<file path="config.mk">
export PLATFORM = sky130hd
export DESIGN_NAME = sync_master_serial_txrx
export DESIGN_NICKNAME = d
export VERILOG_FILES = /design/src/sync_serial_pkg.sv /design/src/sync_master_serial_txrx.sv
export SDC_FILE = /design/constraint.sdc
export NUM_CORES = 1
export LEC_CHECK = 0
export ABC_AREA = 1
export BUFFER_PORTS_ARGS = -buffer_cell sky130_fd_sc_hd__clkbuf_2
export CORE_ASPECT_RATIO = 1.25
export CORE_MARGIN = 5
export CORE_UTILIZATION = 60
export CTS_BUF_LIST = sky130_fd_sc_hd__clkbuf_4
export CTS_CLUSTER_SIZE = 25
export DETAILED_ROUTE_END_ITERATION = 6
export PLACE_DENSITY = 0.83
export SLEW_MARGIN = 5
export SYNTH_ARGS = -nofsm -noshare
export SYNTH_HDL_FRONTEND = slang
export SYNTH_SLANG_ARGS = --single-unit
</file>
<file path="constraint.sdc">
create_clock -name ref_clk -period 2.4 [get_ports ref_clk]
set_clock_uncertainty 0.1 [all_clocks]
set_input_delay 0.12 -clock ref_clk [delete_from_list [all_inputs] [get_ports ref_clk]]
set_output_delay 0.12 -clock ref_clk [all_outputs]
set_load 0.01 [all_outputs]
</file>
<file path="src/sync_serial_pkg.sv">
// Package with register map, field positions, reset values and synchroniser depth for the synchronous serial port
package sync_serial_pkg;

  localparam logic [11:0] TX_CTRL_OFS   = 12'h000;
  localparam logic [11:0] TX_BUF_OFS    = 12'h004;
  localparam logic [11:0] RX_CTRL_OFS   = 12'h008;
  localparam logic [11:0] RX_DATA_OFS   = 12'h00c;
  localparam logic [11:0] RATE_CTRL_OFS = 12'h010;
  localparam logic [11:0] DIV_HIGH_OFS  = 12'h014;
  localparam logic [11:0] DIV_LOW_OFS   = 12'h018;
  localparam logic [11:0] IRQ_OFS       = 12'h01c;

  // Transmit control fields
  localparam int TXC_CLK_SRC  = 7;
  localparam int TXC_NINE     = 6;
  localparam int TXC_EN       = 5;
  localparam int TXC_SYNC     = 4;
  localparam int TXC_EMPTY    = 1;
  localparam int TXC_NINTH    = 0;
  // Receive control fields
  localparam int RXC_PORT_EN  = 7;
  localparam int RXC_NINE     = 6;
  localparam int RXC_SINGLE   = 5;
  localparam int RXC_CONT     = 4;
  localparam int RXC_OVERRUN  = 1;
  localparam int RXC_NINTH    = 0;
  // Rate control fields
  localparam int RATE_POL     = 4;
  localparam int RATE_WIDE    = 3;
  // Interrupt register fields
  localparam int IRQ_TX_FLAG  = 0;
  localparam int IRQ_RX_FLAG  = 1;
  localparam int IRQ_TX_EN    = 2;
  localparam int IRQ_RX_EN    = 3;

  localparam logic [7:0] TX_CTRL_RST   = 8'h02;
  localparam logic [7:0] RX_CTRL_RST   = 8'h00;
  localparam logic [7:0] RATE_CTRL_RST = 8'h00;
  localparam logic [7:0] DIV_RST       = 8'h00;

  // Data input synchroniser depth
  localparam int SYNC_STAGES = 2;

endpackage : sync_serial_pkg

</file>
<file path="src/sync_master_serial_txrx.sv">
// Synchronous master serial transmitter and receiver with APB register access
// Notes on behaviour
// Load shifter only after previous last bit
// Holding-to-shifter move in one cycle, flag set
// Empty flag unclearable by software; write clears
// Read-only shifter empty status, bit one
// Shifter not visible in register map
// Software sets sync, enable, clock source together
// Nine-bit option shifts ninth bit out
// Write to holding buffer starts transmission
// Software programs divisor before enabling port
// Single or continuous enable starts reception
// Sample data on falling shift clock edge; code samples on the rising edge when the polarity bit is set
// Single gives one word; continuous repeats
// Continuous enable wins when both set
// Receive flag set; interrupt only if enabled
// Ninth bit, error, data readable
// Clearing continuous enable clears error
// Software clears enables before new reception
// Software enables global, peripheral interrupts
// Half duplex: one direction at a time
// Clock idle level follows polarity bit
// Clock toggles only during active transfer
//
// The APB slave port and the register offsets were decided locally.
`timescale 1ns/10ps
module sync_master_serial_txrx
  import sync_serial_pkg::*;
(
  input  wire logic        ref_clk,
  input  wire logic        rst_n,
  input  wire logic        psel,
  input  wire logic        penable,
  input  wire logic        pwrite,
  input  wire logic [11:0] paddr,
  input  wire logic [31:0] pwdata,
  output logic      [31:0] prdata,
  output logic             pready,
  output logic             pslverr,
  output logic             shift_clock_line,
  output logic             serial_data_out,
  output logic             serial_data_oe,
  input  wire logic        serial_data_in,
  output logic             tx_irq,
  output logic             rx_irq
);

  typedef enum logic [1:0] {IDLE, TX_SHIFT, RX_SHIFT} mode_e;

  logic [7:0]  tx_ctrl_r;
  logic [7:0]  rx_ctrl_r;
  logic [7:0]  rate_ctrl_r;
  logic [7:0]  div_high_r;
  logic [7:0]  div_low_r;
  logic [7:0]  holding_r;
  logic        holding_ninth_r;
  logic        holding_full_r;
  logic        tx_irq_en_r;
  logic        rx_irq_en_r;
  logic        rx_flag_r;
  logic        overrun_r;
  logic [7:0]  rx_data_r;
  logic        rx_ninth_r;
  logic [8:0]  shifter_r;
  logic [3:0]  bit_cnt_r;
  logic [15:0] div_cnt_r;
  logic        phase_r;
  mode_e       mode_r;
  logic [SYNC_STAGES-1:0] din_sync_r;

  logic        wr_en;
  logic        rd_en;
  logic        port_on;
  logic        rx_want;
  logic        tick;
  logic [15:0] div_val;
  logic [3:0]  word_bits;
  logic        tx_load;
  logic        last_edge;
  logic        rx_done;
  logic        rx_read;

  assign wr_en   = psel && penable && pwrite && pready;
  assign rd_en   = psel && penable && !pwrite && pready;
  // Port active only with sync, master clock and port enable all set
  assign port_on = tx_ctrl_r[TXC_SYNC] && tx_ctrl_r[TXC_CLK_SRC] && rx_ctrl_r[RXC_PORT_EN];
  assign rx_want = port_on && (rx_ctrl_r[RXC_SINGLE] || rx_ctrl_r[RXC_CONT]);
  assign div_val = rate_ctrl_r[RATE_WIDE] ? {div_high_r, div_low_r} : {8'h00, div_low_r};
  assign tick    = (div_cnt_r == div_val);

  always_comb begin
    if (mode_r == TX_SHIFT) begin
      word_bits = tx_ctrl_r[TXC_NINE] ? 4'd9 : 4'd8;
    end else begin
      word_bits = rx_ctrl_r[RXC_NINE] ? 4'd9 : 4'd8;
    end
  end

  // Shifter may reload only from idle, i.e. after last bit left
  assign tx_load   = (mode_r == IDLE) && port_on && tx_ctrl_r[TXC_EN] && holding_full_r;
  assign last_edge = tick && phase_r && (bit_cnt_r == word_bits - 4'd1);
  assign rx_done   = (mode_r == RX_SHIFT) && last_edge;
  assign rx_read   = rd_en && (paddr == RX_DATA_OFS);

  // APB access, zero wait states
  always_ff @(posedge ref_clk or negedge rst_n) begin
    if (!rst_n) begin
      pready  <= 1'b0;
      pslverr <= 1'b0;
    end else begin
      pready  <= psel && !penable;
      pslverr <= 1'b0;
    end
  end

  always_ff @(posedge ref_clk or negedge rst_n) begin
    if (!rst_n) begin
      prdata <= 32'h0000_0000;
    end else if (psel && !penable && !pwrite) begin
      case (paddr)
        // Shifter empty status is live; shifter itself has no address
        TX_CTRL_OFS:   prdata <= {24'h0, tx_ctrl_r[7:2], (mode_r != TX_SHIFT), tx_ctrl_r[0]};
        TX_BUF_OFS:    prdata <= {24'h0, holding_r};
        RX_CTRL_OFS:   prdata <= {24'h0, rx_ctrl_r[7:4], 2'b00, overrun_r, rx_ninth_r};
        RX_DATA_OFS:   prdata <= {24'h0, rx_data_r};
        RATE_CTRL_OFS: prdata <= {24'h0, rate_ctrl_r};
        DIV_HIGH_OFS:  prdata <= {24'h0, div_high_r};
        DIV_LOW_OFS:   prdata <= {24'h0, div_low_r};
        IRQ_OFS:       prdata <= {28'h0, rx_irq_en_r, tx_irq_en_r, rx_flag_r, !holding_full_r};
        default:       prdata <= 32'h0000_0000;
      endcase
    end
  end

  // Transmit control register; the shifter empty bit is read live
  always_ff @(posedge ref_clk or negedge rst_n) begin
    if (!rst_n) begin
      tx_ctrl_r <= TX_CTRL_RST;
    end else if (wr_en && paddr == TX_CTRL_OFS) begin
      tx_ctrl_r <= pwdata[7:0];
    end
  end

  // Receive control; single receive ends after one word unless continuous is set
  always_ff @(posedge ref_clk or negedge rst_n) begin
    if (!rst_n) begin
      rx_ctrl_r <= RX_CTRL_RST;
    end else if (wr_en && paddr == RX_CTRL_OFS) begin
      rx_ctrl_r <= pwdata[7:0];
    end else if (rx_done && !rx_ctrl_r[RXC_CONT]) begin
      rx_ctrl_r[RXC_SINGLE] <= 1'b0;
    end
  end

  // Rate control: clock polarity and divisor width
  always_ff @(posedge ref_clk or negedge rst_n) begin
    if (!rst_n) begin
      rate_ctrl_r <= RATE_CTRL_RST;
    end else if (wr_en && paddr == RATE_CTRL_OFS) begin
      rate_ctrl_r <= pwdata[7:0];
    end
  end

  // Divisor high byte
  always_ff @(posedge ref_clk or negedge rst_n) begin
    if (!rst_n) begin
      div_high_r <= DIV_RST;
    end else if (wr_en && paddr == DIV_HIGH_OFS) begin
      div_high_r <= pwdata[7:0];
    end
  end

  // Divisor low byte
  always_ff @(posedge ref_clk or negedge rst_n) begin
    if (!rst_n) begin
      div_low_r <= DIV_RST;
    end else if (wr_en && paddr == DIV_LOW_OFS) begin
      div_low_r <= pwdata[7:0];
    end
  end

  // Interrupt enables; the flag bits of this register are read-only
  always_ff @(posedge ref_clk or negedge rst_n) begin
    if (!rst_n) begin
      tx_irq_en_r <= 1'b0;
      rx_irq_en_r <= 1'b0;
    end else if (wr_en && paddr == IRQ_OFS) begin
      tx_irq_en_r <= pwdata[IRQ_TX_EN];
      rx_irq_en_r <= pwdata[IRQ_RX_EN];
    end
  end

  // Holding buffer; empty flag is just !holding_full_r and only a write fills it
  always_ff @(posedge ref_clk or negedge rst_n) begin
    if (!rst_n) begin
      holding_r       <= 8'h00;
      holding_ninth_r <= 1'b0;
      holding_full_r  <= 1'b0;
    end else if (wr_en && paddr == TX_BUF_OFS) begin
      holding_r       <= pwdata[7:0];
      holding_ninth_r <= tx_ctrl_r[TXC_NINTH];
      holding_full_r  <= 1'b1;
    end else if (tx_load) begin
      holding_full_r  <= 1'b0;
    end
  end

  // Shift engine: half duplex, transmit has priority when idle
  always_ff @(posedge ref_clk or negedge rst_n) begin
    if (!rst_n) begin
      mode_r    <= IDLE;
      shifter_r <= 9'h000;
      bit_cnt_r <= 4'd0;
      div_cnt_r <= 16'h0000;
      phase_r   <= 1'b0;
    end else begin
      case (mode_r)
        IDLE: begin
          div_cnt_r <= 16'h0000;
          phase_r   <= 1'b0;
          bit_cnt_r <= 4'd0;
          if (tx_load) begin
            shifter_r <= {holding_ninth_r, holding_r};
            mode_r    <= TX_SHIFT;
          end else if (rx_want) begin
            mode_r    <= RX_SHIFT;
          end
        end
        TX_SHIFT, RX_SHIFT: begin
          if (!port_on || (mode_r == RX_SHIFT && !rx_want)) begin
            mode_r <= IDLE;
          end else if (tick) begin
            div_cnt_r <= 16'h0000;
            phase_r   <= !phase_r;
            if (phase_r) begin
              if (mode_r == TX_SHIFT) begin
                shifter_r <= {1'b0, shifter_r[8:1]};
              end
              if (bit_cnt_r == word_bits - 4'd1) begin
                mode_r <= IDLE;
              end else begin
                bit_cnt_r <= bit_cnt_r + 4'd1;
              end
            end else if (mode_r == RX_SHIFT) begin
              // Trailing edge of the active clock (falling with the polarity bit clear): sample the line
              shifter_r <= {din_sync_r[SYNC_STAGES-1], shifter_r[8:1]};
            end
          end else begin
            div_cnt_r <= div_cnt_r + 16'h0001;
          end
        end
        default: mode_r <= IDLE;
      endcase
    end
  end

  // Input synchroniser for the data line
  always_ff @(posedge ref_clk or negedge rst_n) begin
    if (!rst_n) begin
      din_sync_r <= '0;
    end else begin
      din_sync_r <= {din_sync_r[SYNC_STAGES-2:0], serial_data_in};
    end
  end

  // Received word; an overrun keeps the older word in place
  always_ff @(posedge ref_clk or negedge rst_n) begin
    if (!rst_n) begin
      rx_data_r  <= 8'h00;
      rx_ninth_r <= 1'b0;
    end else if (rx_done && !(rx_flag_r && !rx_read)) begin
      if (rx_ctrl_r[RXC_NINE]) begin
        // Nine bits fill the whole shifter, ninth bit on top
        rx_data_r  <= shifter_r[7:0];
        rx_ninth_r <= shifter_r[8];
      end else begin
        rx_data_r  <= shifter_r[8:1];
        rx_ninth_r <= 1'b0;
      end
    end
  end

  // Receive complete flag; a completing word wins over a data read
  always_ff @(posedge ref_clk or negedge rst_n) begin
    if (!rst_n) begin
      rx_flag_r <= 1'b0;
    end else if (rx_done) begin
      rx_flag_r <= 1'b1;
    end else if (rx_read) begin
      rx_flag_r <= 1'b0;
    end
  end

  // Overrun error: word done while flag still set; cleared with continuous enable
  always_ff @(posedge ref_clk or negedge rst_n) begin
    if (!rst_n) begin
      overrun_r <= 1'b0;
    end else if (rx_done && rx_flag_r && !rx_read) begin
      overrun_r <= 1'b1;
    end else if (!rx_ctrl_r[RXC_CONT]) begin
      overrun_r <= 1'b0;
    end
  end

  // Shift clock pin, idle level from the polarity bit
  always_ff @(posedge ref_clk or negedge rst_n) begin
    if (!rst_n) begin
      shift_clock_line <= 1'b0;
    end else if (mode_r == IDLE) begin
      shift_clock_line <= rate_ctrl_r[RATE_POL];
    end else begin
      shift_clock_line <= rate_ctrl_r[RATE_POL] ^ !phase_r;
    end
  end

  // Data pin
  always_ff @(posedge ref_clk or negedge rst_n) begin
    if (!rst_n) begin
      serial_data_out <= 1'b0;
    end else begin
      serial_data_out <= shifter_r[0];
    end
  end

  // Data pin drive enable, only while transmitting
  always_ff @(posedge ref_clk or negedge rst_n) begin
    if (!rst_n) begin
      serial_data_oe <= 1'b0;
    end else begin
      serial_data_oe <= (mode_r == TX_SHIFT);
    end
  end

  // Transmit interrupt line
  always_ff @(posedge ref_clk or negedge rst_n) begin
    if (!rst_n) begin
      tx_irq <= 1'b0;
    end else begin
      tx_irq <= tx_irq_en_r && !holding_full_r;
    end
  end

  // Receive interrupt line
  always_ff @(posedge ref_clk or negedge rst_n) begin
    if (!rst_n) begin
      rx_irq <= 1'b0;
    end else begin
      rx_irq <= rx_irq_en_r && rx_flag_r;
    end
  end

endmodule : sync_master_serial_txrx

</file>
==> reports/metrics.cfg <==
[timing]
setup_viol = 0
worst_pin_slew_ns = 0.511
max_slew_margin_pct = 65.7
rsz0062_at_grt = false
finalMaxSlewViolations = 0
finalSetupTns_ns = 0
min_period_ns = 2.17
timing.fmax_ghz = 0.461
hold_violations = 0
period_share_pct = 90.3

[placement]
hpwl_mm = 12.8
io_buffers = 39
place_congestion = 0.973
place_area_um2 = 6560

[cells_and_area]
utilization_pct = 67.3
nFillCells = 919
nets = 1007
synthToLayoutAreaGrowth_pct = 9.28
regArea_um2 = 2650
drive_gt1_share_pct = 10.3
multi_input_area_um2 = 3030
final_area_um2 = 6830

[global_routing]
antenna_found_initial = 1
grt_usage_pct = 28.2
grt_pass1_wl_mm = 27.2
grt_pass1_vias = 5526
grt_max_degree = 50
overflow = 0

[synth]
synthArstFlopShare_pct = 100
synth_flop_cell = dfrtp_1
synth-edff-count = 0
synthCells = 889
synth-seq-area-share_pct = 42.4
syn_area_per_cell_um2 = 7.03
synth_warnings = 0
synth-seq-cells = 106
synthesis.area_um2 = 6250
synth.distinct_cells = 34

[clocking]
cts_root_buffer = clkbuf_4
clockBufferDepth = 2
cts_made_buffers = 9
insertion_delay_ns = 0.46
cts_htree_levels = 3
cts.reportedPaths.clkPinSlew_ns = 0.15
cts_tree = done
clkSinkCount = 106

[die]
core_um2 = 10200
rows = 41
die_area_um2 = 12600
ioPinCount = 89
start_util_pct = 61.6
die_x_um = 101
fp.dieH_um = 124

[detailed_routing]
via_per_inst = 5.38
first_pass_iters = 6
antenna_left = 0
drc = 0
routedWlPerCell_um = 15.4
drt_iter0_markers = 381
vias = 5843
routed_wl_mm = 16.7

[worst_hold_path]
hold_path.class = in -> async

[critical_path]
cp.arrival_ns = 2.47
critPathCaptureType = register
crit_type = reg -> reg
worst_ep_required_time_ns = 2.70
critPathLaunchType = register
crit_path_max_fanout = 9
reg2reg_slack_ns = 0.23

[power]
ir_drop_mv = 0.339
powerDensity_nw_per_um2 = 418
p_leak_nw = 3.61

[flow_run]
maxCapViolations = 0

[status]
status = finished, final reports clean

[layout by cell type (no fill, tap or decap), drive strengths merged]
cell	netlist	routed
a21oi	5	5
and3	1	1
buf	39	21
bufinv	0	1
clkbuf	6	48
clkinv	1	6
conb	1	25
dfrtp	106	106
diode	0	1
dlygate4sd3	0	14
ha	5	5
inv	93	93
nand2	326	326
nand3	92	92
nand3b	1	1
nand4	17	17
nor2	86	86
nor3	14	14
o21ai	84	84
o22ai	1	1
or2	1	1
xnor2	1	1
xor2	9	9
[critical path: stages, from the launching register on]
cell and delay, ns:
dfrtp_1 0.42, inv_1 0.09, ha_1 0.22, inv_1 0.14, nand2_1 0.11, nand3_1 0.09
nand2_1 0.07, nand2_1 0.11, nor2_2 0.19, nand3_1 0.14, nor2_4 0.24, nand3_1 0.13
nand2_1 0.08
[final cells by class]
type / instances / area share, %
multi-input cells: 668 / 44.3
inverters: 94 / 5.16
repair buffers: 73 / 7.32
flip-flops and latches: 106 / 38.8
diodes: 1 / 0.0366
clock buffers: 10 / 1.10
clock inverters: 6 / 0.842
well taps: 129 / 2.36
[layer usage]
metal	vias to the layer above	GRT usage (%)	routed length, um
li1	2895	-	-
met1	2707	34.3	6680
met2	194	48.8	8510
met3	47	3.81	825
met4	0	14.0	711
met5	-	0	0
[sequential cells by signal, summed over array words and instances (netlist names), 2 cells and up]
register / cells
bit_cnt_r: 4
din_sync_r: 2
div_cnt_r: 16
div_high_r: 8
div_low_r: 8
holding_r: 8
mode_r: 2
prdata: 8
rate_ctrl_r: 8
rx_ctrl_r: 4
rx_data_r: 8
shifter_r: 9
tx_ctrl_r: 7
[cells by family (layout without fill, tap and decap cells)]
| family | after synthesis | in the layout | synth area share, % |
|---|---|---|---|
| buffers and inverters | 139 | 183 | 10.6 |
| other | 1 | 26 | 0.0600 |
| xor gates and xnor gates | 10 | 10 | 1.40 |
| AOI/OAI and AO/OA | 90 | 90 | 7.32 |
| DFF | 106 | 106 | 42.4 |
| and+or+nand+nor | 538 | 538 | 37.2 |
| adders and majority gates | 5 | 5 | 1.00 |
[metrics by stage]
| stage | instances | setup WS [ns] | hold WS (ns) | total power [W] |
|---|---|---|---|---|
| after floorplan | 913 | 0.528 | -0.276 | 0.00191 |
| after global placement | 1056 | 0.259 | 0.0162 | 0.00196 |
| after detailed placement | 1056 | 0.195 | 0.0241 | 0.00196 |
| after CTS | 1086 | 0.169 | 0.0540 | 0.00286 |
| after global routing | 1087 | 0.00152 | 0.0801 | 0.00297 |
| final | 1087 | 0.232 | 0.0626 | 0.00286 |
[repair_timing]
item / in CTS / in global routing
endpoints found under the hold margin: 153 / 0
gates resized for setup: 0 / 1
buffers inserted: 0 / 0
endpoints found under the setup margin: 0 / 19
hold buffers: 14 / 0
[final timing paths]
check                         startpoint             end  depth (start not counted)
setup / recovery               mode_r[1]    rx_data_r[0]                         12
hold / removal                     rst_n    tx_ctrl_r[2]                          2
setup reg to reg               mode_r[1]    rx_data_r[0]                         12
hold reg to reg            din_sync_r[0]   din_sync_r[1]                          0
max in group asynchronous          rst_n  rate_ctrl_r[1]                          3
min in group ref_clk            paddr[3]    rx_ctrl_r[5]                          5
[cells in the mapped netlist (all sizes together) (5+ instances only)]
cell type | n | area [um2]
nand2 | 326 | 1240
dfrtp | 106 | 2650
inv | 93 | 349
nand3 | 92 | 495
nor2 | 86 | 375
o21ai | 84 | 420
buf | 39 | 284
nand4 | 17 | 113
nor3 | 14 | 86.3
xor2 | 9 | 78.8
clkbuf | 6 | 23.8
a21oi | 5 | 25.0
ha | 5 | 62.6
[where the power goes]
part           internal (W)  total (W)  switching [W]
logic             0.0000434   0.000152       0.000108
registers           0.00179    0.00179     0.00000130
clock network      0.000324   0.000915       0.000591
total               0.00216    0.00286       0.000700
Power figures use the tool's default switching activity.
